File: config.mk
export PLATFORM = sky130hd
export DESIGN_NAME = lcd_pin_display_ctrl
export DESIGN_NICKNAME = d
export VERILOG_FILES = /design/src/core/lcd_pin_display_ctrl.v /design/src/core/seg_group_decode.v
export VERILOG_INCLUDE_DIRS = /design/src /design/src/core
export SDC_FILE = /design/constraint.sdc
export NUM_CORES = 1
export LEC_CHECK = 0
export ABC_AREA = 1
export BUFFER_PORTS_ARGS = -buffer_cell sky130_fd_sc_hd__buf_2
export CAP_MARGIN = 25
export CELL_PAD_IN_SITES_DETAIL_PLACEMENT = 1
export CELL_PAD_IN_SITES_GLOBAL_PLACEMENT = 1
export CORE_MARGIN = 2
export CORE_UTILIZATION = 29
export DETAILED_ROUTE_END_ITERATION = 10
export PLACE_DENSITY_LB_ADDON = 0.15
export SYNTH_ARGS = -nofsm -noshare
export SYNTH_HDL_FRONTEND = slang
export SYNTH_SLANG_ARGS = --single-unit
File: constraint.sdc
create_clock -name clock -period 1.5 [get_ports clock]
set_input_delay 0.3 -clock clock [delete_from_list [all_inputs] [get_ports clock]]
set_output_delay 0.3 -clock clock [all_outputs]
set_load 0.03 [all_outputs]
File: src/core/lcd_ctrl_regs.vh
// Purpose: Register offsets, fields and reset values of the LCD pin and display control
// Assumes: Byte-wide registers on a plain strobe port
// Notes: Guarded against double inclusion
`ifndef LCD_CTRL_REGS_VH
`define LCD_CTRL_REGS_VH
// ==========================================
// Offsets
`define PIN_CTRL_ADDR 2'h0
`define LCD_CTRL_ADDR 2'h1
`define STAT_ADDR 2'h2
// ==========================================
// Pin control fields
`define SEL_LSB 0
`define SEL_MSB 3
`define COM_PARALLEL_BIT 5
`define DUTY_LO_BIT 6
`define DUTY_HI_BIT 7
`define PIN_CTRL_RESET 8'h00
`define PIN_CTRL_WMASK 8'hEF
// ==========================================
// Control fields
`define SRC_BIT 4
`define ACTIVATE_BIT 5
`define LADDER_BIT 6
`define RSVD_BIT 7
`define LCD_CTRL_RESET 8'h00
`define LCD_CTRL_WMASK 8'h7F
`define GROUP_COUNT 9
`endif

File: src/core/lcd_pin_display_ctrl.v
// Purpose: Pin sharing, ladder switch, activate and blanking of a segment LCD driver
// Assumes: Waveform engine and port logic sit outside; standby is a level from outside this clock
// Notes: Read data stand one cycle after the read strobe
// Notes: Pin outputs and status follow a write by two edges
//
// Local design decisions: the strobed register port and the placing of the registers.
`timescale 1ns/1ps
`include "lcd_ctrl_regs.vh"
module lcd_pin_display_ctrl #(
   parameter SEG_PINS = 40
) (
   input wire clock,
   input wire rst_n,
   input wire [1:0] addr,
   input wire [7:0] wrData,
   input wire wrStrobe,
   input wire rdStrobe,
   output reg [7:0] rdData,
   input wire standby,
   input wire [SEG_PINS-1:0] segWaveIn,
   input wire [3:0] comWaveIn,
   input wire [SEG_PINS-1:0] segPortOut,
   input wire [SEG_PINS-1:0] segPortOe,
   input wire [3:0] comPortOut,
   input wire [3:0] comPortOe,
   output reg [SEG_PINS-1:0] segPinOut,
   output reg [SEG_PINS-1:0] segPinOe,
   output reg [SEG_PINS-1:0] segLcdEn,
   output reg [3:0] comPinOut,
   output reg [3:0] comPinOe,
   output reg [3:0] comLcdEn,
   output reg ladderOn,
   output reg driverRun,
   output reg blankData,
   output reg [1:0] dutySel,
   output reg expandAllowed
);
   // ==========================================
   // Registers
   reg [7:0] pinCtrl_q;
   reg [7:0] lcdCtrl_q;
   reg standbyMeta_q;
   reg standby_q;
   reg [SEG_PINS-1:0] segEn;
   reg [3:0] comEn;
   wire [`GROUP_COUNT-1:0] groupLcd;
   wire [3:0] selCode;
   wire [1:0] dutyCode;
   wire active;
   wire pinCtrlWrite;
   wire lcdCtrlWrite;
   // Next values of the registered outputs
   wire ladderOn_d;
   wire driverRun_d;
   wire [SEG_PINS-1:0] segPinOut_d;
   wire [SEG_PINS-1:0] segPinOe_d;
   wire [3:0] comPinOut_d;
   wire [3:0] comPinOe_d;
   genvar p;

   // ==========================================
   // Decodes
   assign selCode = pinCtrl_q[`SEL_MSB:`SEL_LSB];
   assign dutyCode = {pinCtrl_q[`DUTY_HI_BIT], pinCtrl_q[`DUTY_LO_BIT]};
   assign active = lcdCtrl_q[`ACTIVATE_BIT];
   assign pinCtrlWrite = wrStrobe && (addr == `PIN_CTRL_ADDR);
   assign lcdCtrlWrite = wrStrobe && (addr == `LCD_CTRL_ADDR);
   // Standby and halt both drop the ladder, whatever its own bit says
   assign ladderOn_d = lcdCtrl_q[`LADDER_BIT] & active & ~standby_q;
   assign driverRun_d = active & ~standby_q;

   function [SEG_PINS-1:0] expandGroups;
      input [`GROUP_COUNT-1:0] g;
      integer k;
      begin
         expandGroups = {SEG_PINS{1'b0}};
         for (k = 0; k < SEG_PINS; k = k + 1) begin
            if (k >= SEG_PINS - 8) begin
               expandGroups[k] = g[0];
            end else begin
               expandGroups[k] = g[`GROUP_COUNT - 1 - k / 4];
            end
         end
      end
   endfunction

   // Commons the duty setting uses; parallel mode drives all four in static and half duty, three in third duty
   function [3:0] comUsed;
      input [1:0] duty;
      input cmx;
      begin
         case (duty)
            2'h0: comUsed = cmx ? 4'hF : 4'h1;
            2'h1: comUsed = cmx ? 4'hF : 4'h3;
            2'h2: comUsed = cmx ? 4'h7 : 4'h7;
            default: comUsed = 4'hF;
         endcase
      end
   endfunction

   seg_group_decode #(
      .GROUPS(`GROUP_COUNT)
   ) decode (
      .sel(selCode),
      .groupLcd(groupLcd)
   );

   // ==========================================
   // Standby synchroniser
   // Standby is a chip level from outside this clock, two flops before use
   always @(posedge clock) begin
      if (!rst_n) begin
         standbyMeta_q <= 1'b0;
         standby_q <= 1'b0;
      end else begin
         standbyMeta_q <= standby;
         standby_q <= standbyMeta_q;
      end
   end

   // ==========================================
   // Register writes
   always @(posedge clock) begin
      if (!rst_n) begin
         pinCtrl_q <= `PIN_CTRL_RESET;
         lcdCtrl_q <= `LCD_CTRL_RESET;
      end else begin
         // Activate clear touches nothing else, so setup survives a halt
         if (pinCtrlWrite) begin
            pinCtrl_q <= wrData & `PIN_CTRL_WMASK;
         end
         if (lcdCtrlWrite) begin
            lcdCtrl_q <= wrData & `LCD_CTRL_WMASK;
         end
      end
   end

   // ==========================================
   // Register reads
   // Zero outside the read cycle, so a stale value never looks like data
   always @(posedge clock) begin
      if (!rst_n) begin
         rdData <= 8'h00;
      end else if (rdStrobe) begin
         case (addr)
            `PIN_CTRL_ADDR: rdData <= pinCtrl_q;
            `LCD_CTRL_ADDR: rdData <= lcdCtrl_q | (8'h01 << `RSVD_BIT);
            `STAT_ADDR: rdData <= {4'h0, expandAllowed, blankData, driverRun, ladderOn};
            default: rdData <= 8'h00;
         endcase
      end else begin
         rdData <= 8'h00;
      end
   end

   // ==========================================
   // Display state
   always @(posedge clock) begin
      if (!rst_n) begin
         ladderOn <= 1'b0;
         driverRun <= 1'b0;
         blankData <= 1'b1;
         dutySel <= 2'h0;
         expandAllowed <= 1'b1;
      end else begin
         ladderOn <= ladderOn_d;
         driverRun <= driverRun_d;
         // Blanking is reported only; the waveform engine applies it
         blankData <= ~lcdCtrl_q[`SRC_BIT];
         dutySel <= dutyCode;
         expandAllowed <= (selCode == 4'h0);
      end
   end

   // ==========================================
   // Pin ownership
   always @* begin
      segEn = expandGroups(groupLcd);
      // Zero select code gives the commons to the ports as well
      comEn = (selCode == 4'h0) ? 4'h0 : comUsed(dutyCode, pinCtrl_q[`COM_PARALLEL_BIT]);
   end

   // LCD pins are pulled from port logic entirely
   generate
      for (p = 0; p < SEG_PINS; p = p + 1) begin : segMux
         assign segPinOut_d[p] = segEn[p] ? segWaveIn[p] : segPortOut[p];
         assign segPinOe_d[p] = segEn[p] | segPortOe[p];
      end
      for (p = 0; p < 4; p = p + 1) begin : comMux
         assign comPinOut_d[p] = comEn[p] ? comWaveIn[p] : comPortOut[p];
         assign comPinOe_d[p] = comEn[p] | comPortOe[p];
      end
   endgenerate

   always @(posedge clock) begin
      if (!rst_n) begin
         segPinOut <= {SEG_PINS{1'b0}};
         segPinOe <= {SEG_PINS{1'b0}};
         segLcdEn <= {SEG_PINS{1'b0}};
         comPinOut <= 4'h0;
         comPinOe <= 4'h0;
         comLcdEn <= 4'h0;
      end else begin
         segPinOut <= segPinOut_d;
         segPinOe <= segPinOe_d;
         segLcdEn <= segEn;
         comPinOut <= comPinOut_d;
         comPinOe <= comPinOe_d;
         comLcdEn <= comEn;
      end
   end
endmodule

File: src/core/seg_group_decode.v
// Purpose: Turns the segment-driver select code into per-group LCD enables
// Assumes: Group 0 is the top group of eight pins, groups 1..8 four pins each
// Notes: Pure combinational
`timescale 1ns/1ps
module seg_group_decode #(
   parameter GROUPS = 9
) (
   input wire [3:0] sel,
   output reg [GROUPS-1:0] groupLcd
);
   integer i;
   always @* begin
      groupLcd = {GROUPS{1'b0}};
      for (i = 0; i < GROUPS; i = i + 1) begin
         // Codes 1..7 add one group per step; 1xx0 stops above the bottom group
         if (sel[3]) begin
            groupLcd[i] = (i < GROUPS - 1) | sel[0];
         end else begin
            groupLcd[i] = (i < sel[2:0]);
         end
      end
   end
endmodule

==> impl_metrics.csv <==
group,metric,value,unit
detailed_routing,vias,4437,
detailed_routing,route.detailed.drc,0,
logic_synthesis,syn_nets,693,
global_routing,grt_first_pass_wirelength,22800,um
detailed_routing,drt_iter0_drc,110,
logic_synthesis,syn_area_per_cell,8.39,um^2
logic_synthesis,synth_simple_gate_area_frac,0.233,
power_and_ir_drop,irDropWorstVdd,0.741,mV
floorplanning,core_area,15300,um^2
logic_synthesis,ys_seq_area_frac,0.574,
setup_path,path_cells,"buf_2",
logic_synthesis,synth_mux_area_frac,0,
setup_path,crit_type,"flip-flop to primary output",
timing,period_share,0.919,
setup_path,crit_path_top_delay_cell,"dfxtp_1",
logic_synthesis,synthTopCellsByCount,"131 x dfxtp_1, 117 x nor2_1, 106 x nand2_1, 43 x o21ai_0, 33 x inv_1",
cells_and_area,fillers,1960,
logic_synthesis,yosysUniqueCellTypes,26,
timing,period_needed,1.38,ns
logic_synthesis,synth_area_leaders,"dfxtp_1 57%, nor2_1 9.6%, nand2_1 8.7%, buf_4 5.3%, o21ai_0 4.7%",
timing,skew,0.00882,ns
global_routing,grt.total_usage,0.179,
global_routing,grt_max_degree,39,
placed_design,io_buffers,292,
cells_and_area,nets,965,
timing,setup_viol,0,
cells_and_area,syn2layout_area_growth,44.5,%
clock_tree,cts-resized-gates,0,
setup_path,endpoint_kind,"primary output",
power_and_ir_drop,power_density,1380,nW/um^2
floorplanning,row_count,45,
clock_tree,h-tree-depth,4,
cells_and_area,layout-drive-gt1-share,0.425,
floorplanning,initial_core_util,0.298,
setup_path,worst_ep_arrival_time,1.08,ns
cells_and_area,multiInputGateArea,1480,um^2
setup_path,max_stage_delay,0.42,ns
floorplanning,io_pins,293,
status,outcome,"completed",
timing,hold_violations,0,
logic_synthesis,synth_seq_cells,131,
detailed_routing,first_pass_iters,4,
floorplanning,die-width,129,um
detailed_routing,wl,15300,um
timing,slew_headroom,0.700,
clock_tree,post_cts_buffers,0,
setup_path,startpoint_type,"flip-flop",
detailed_routing,post_drt_wl_per_cell,14.7,um
min_path,hp-class,"primary input to flip-flop",
clock_tree,cts.reportedPaths.clkPinSlew,0.06,ns
power_and_ir_drop,p_leak,3.60,nW
clock_tree,cts_made_buffers,17,
clock_tree,cts_tree,"built",
clock_tree,root_buffer,"clkbuf_16",
clock_tree,insertion_delay,0.41,ns
detailed_routing,ant_nets,0,
setup_path,critPathMaxFanout,8,
logic_synthesis,synthArstFlopShare,0,
global_routing,antenna_found_initial,2,
setup_path,r2r-start,"pinCtrl_q[0]",
floorplanning,die_h,129,um
timing,timing.hold.ws,0.0736,ns
job,cap_violations,0,
global_routing,grt_pass1_vias,4550,
min_path,min_from,"segWaveIn[36]",
logic_synthesis,synth_ff_type,"dfxtp_1",
timing,tns,0,ns
setup_path,worstSetupStartpoint,"segLcdEn[32]",
logic_synthesis,yosysMostFrequentCell,"dfxtp_1",
clock_tree,postCtsHoldBufs,0,
placed_design,dp.final_hpwl,12100,um
logic_synthesis,synth_top_cell_area_share,0.574,
logic_synthesis,synth_xor_area_frac,0,
timing,clock.fmax,726,MHz
logic_synthesis,synth_top_area_cell,"dfxtp_1",
clock_tree,clockBufferDepth,2,
logic_synthesis,synth_cells,544,
timing,rsz0062_at_grt,"false",
timing,maxSlewViolCount,0,
global_routing,grt-ovfl-total,0,
cells_and_area,regArea,2620,um^2
logic_synthesis,synth-edff-count,0,
setup_path,worstPathRequired,1.20,ns
logic_synthesis,synth_top_family_by_area,"simple AND/OR/NAND/NOR gates",
logic_synthesis,synth_fa_ha_area_frac,0.00548,
detailed_routing,routed_via_density,4.26,
logic_synthesis,synth_area,4570,um^2
placed_design,place_congestion,0.792,
logic_synthesis,yosys_warnings,0,
setup_path,cp_top_family,"flip-flops",
clock_tree,cts.sinks,131,
logic_synthesis,synth_compound_area_frac,0.0852,
floorplanning,dieArea,16800,um^2
timing,worst_slew_pin_slew,0.450,ns
setup_path,cp.buffers_inverters,1,
-- cells in the final DEF, fill, tap and decap left out, types with 2 or more instances in the layout --
cell and count:
a21oi_1 24, buf_2 292, buf_4 8, clkbuf_16 17, clkinv_2 4, clkinv_4 2, clkinvlp_4 4, dfxtp_1 131
ha_1 2, inv_1 33, inv_2 4, inv_6 3, nand2_1 106, nand2_2 2, nand2_4 6, nand3_1 12
nor2_1 117, nor2_4 2, nor3_1 2, o211ai_1 2, o21ai_0 43, o21ai_1 3
-- layout make-up --
| class | instances | area share |
|---|---|---|
| Clock inverter | 14 | 0.0159 |
| Timing Repair Buffer | 301 | 0.234 |
| Tap cell | 211 | 0.0400 |
| Clock buffer | 18 | 0.0666 |
| Inverter | 38 | 0.0220 |
| Sequential cell | 131 | 0.398 |
| Antenna cell | 1 | 0.000379 |
| Multi-Input combinational cell | 327 | 0.224 |
-- worst paths after layout --
kind / slack, ns / end / cells past startpoint
max: 0.12 / segLcdEn[35] / 1
min: 0.07 / segPinOut[36] / 3
min reg2reg: 0.38 / blankData / 1
max reg2reg: 0.17 / segPinOut[39] / 6
-- stage by stage --
| step | util | cell area, um^2 | setup slack (ns) | cells | power (mW) |
|---|---|---|---|---|---|
| 2_1_floorplan | - | 4570 | 0.335 | 544 | 4.90 |
| 3_5_place_dp | 0.395 | 6050 | 0.116 | 1008 | 5.46 |
| 5_1_grt | 0.431 | 6590 | 0.0170 | 1040 | 9.53 |
| 3_3_place_gp | 0.395 | 6050 | 0.190 | 1008 | 5.43 |
| 4_1_cts | 0.431 | 6590 | 0.0856 | 1040 | 9.25 |
| 6_report | 0.431 | 6600 | 0.122 | 1041 | 9.10 |
-- sequential cells by signal, indices dropped and copies added (netlist names) --
| signal | count |
|---|---|
| standby_q | 1 |
| standbyMeta_q | 1 |
| driverRun | 1 |
| comPinOut | 4 |
| dutySel | 2 |
| rdData | 8 |
| comPinOe | 4 |
| ladderOn | 1 |
| comLcdEn | 4 |
| pinCtrl_q | 7 |
| expandAllowed | 1 |
| segLcdEn | 9 |
| segPinOe | 40 |
| lcdCtrl_q | 7 |
| segPinOut | 40 |
| blankData | 1 |
-- power breakdown --
group          total (mW)  switching [mW]  internal, mW
clock                3.75            1.58          2.17
combinational        1.55            1.07         0.475
sequential           3.81          0.0851          3.73
-- kinds of logic after synthesis --
family,after synthesis
adder cells (fa/ha/maj),2
flip-flops,131
AO/OA/AOI/OAI,74
AND/OR/NAND/NOR,251
buffers and inverters,86
-- layer usage --
layer	share of wire	wire length, um	vias to the layer above	global-route usage
met5	0.0010	16	-	0
li1	-	-	2207	-
met2	0.52	8000	175	0.332
met1	0.38	5740	2030	0.187
met3	0.084	1280	23	0.0615
met4	0.017	256	2	0.0658
Note: power is estimated with default switching activity, not from simulation.
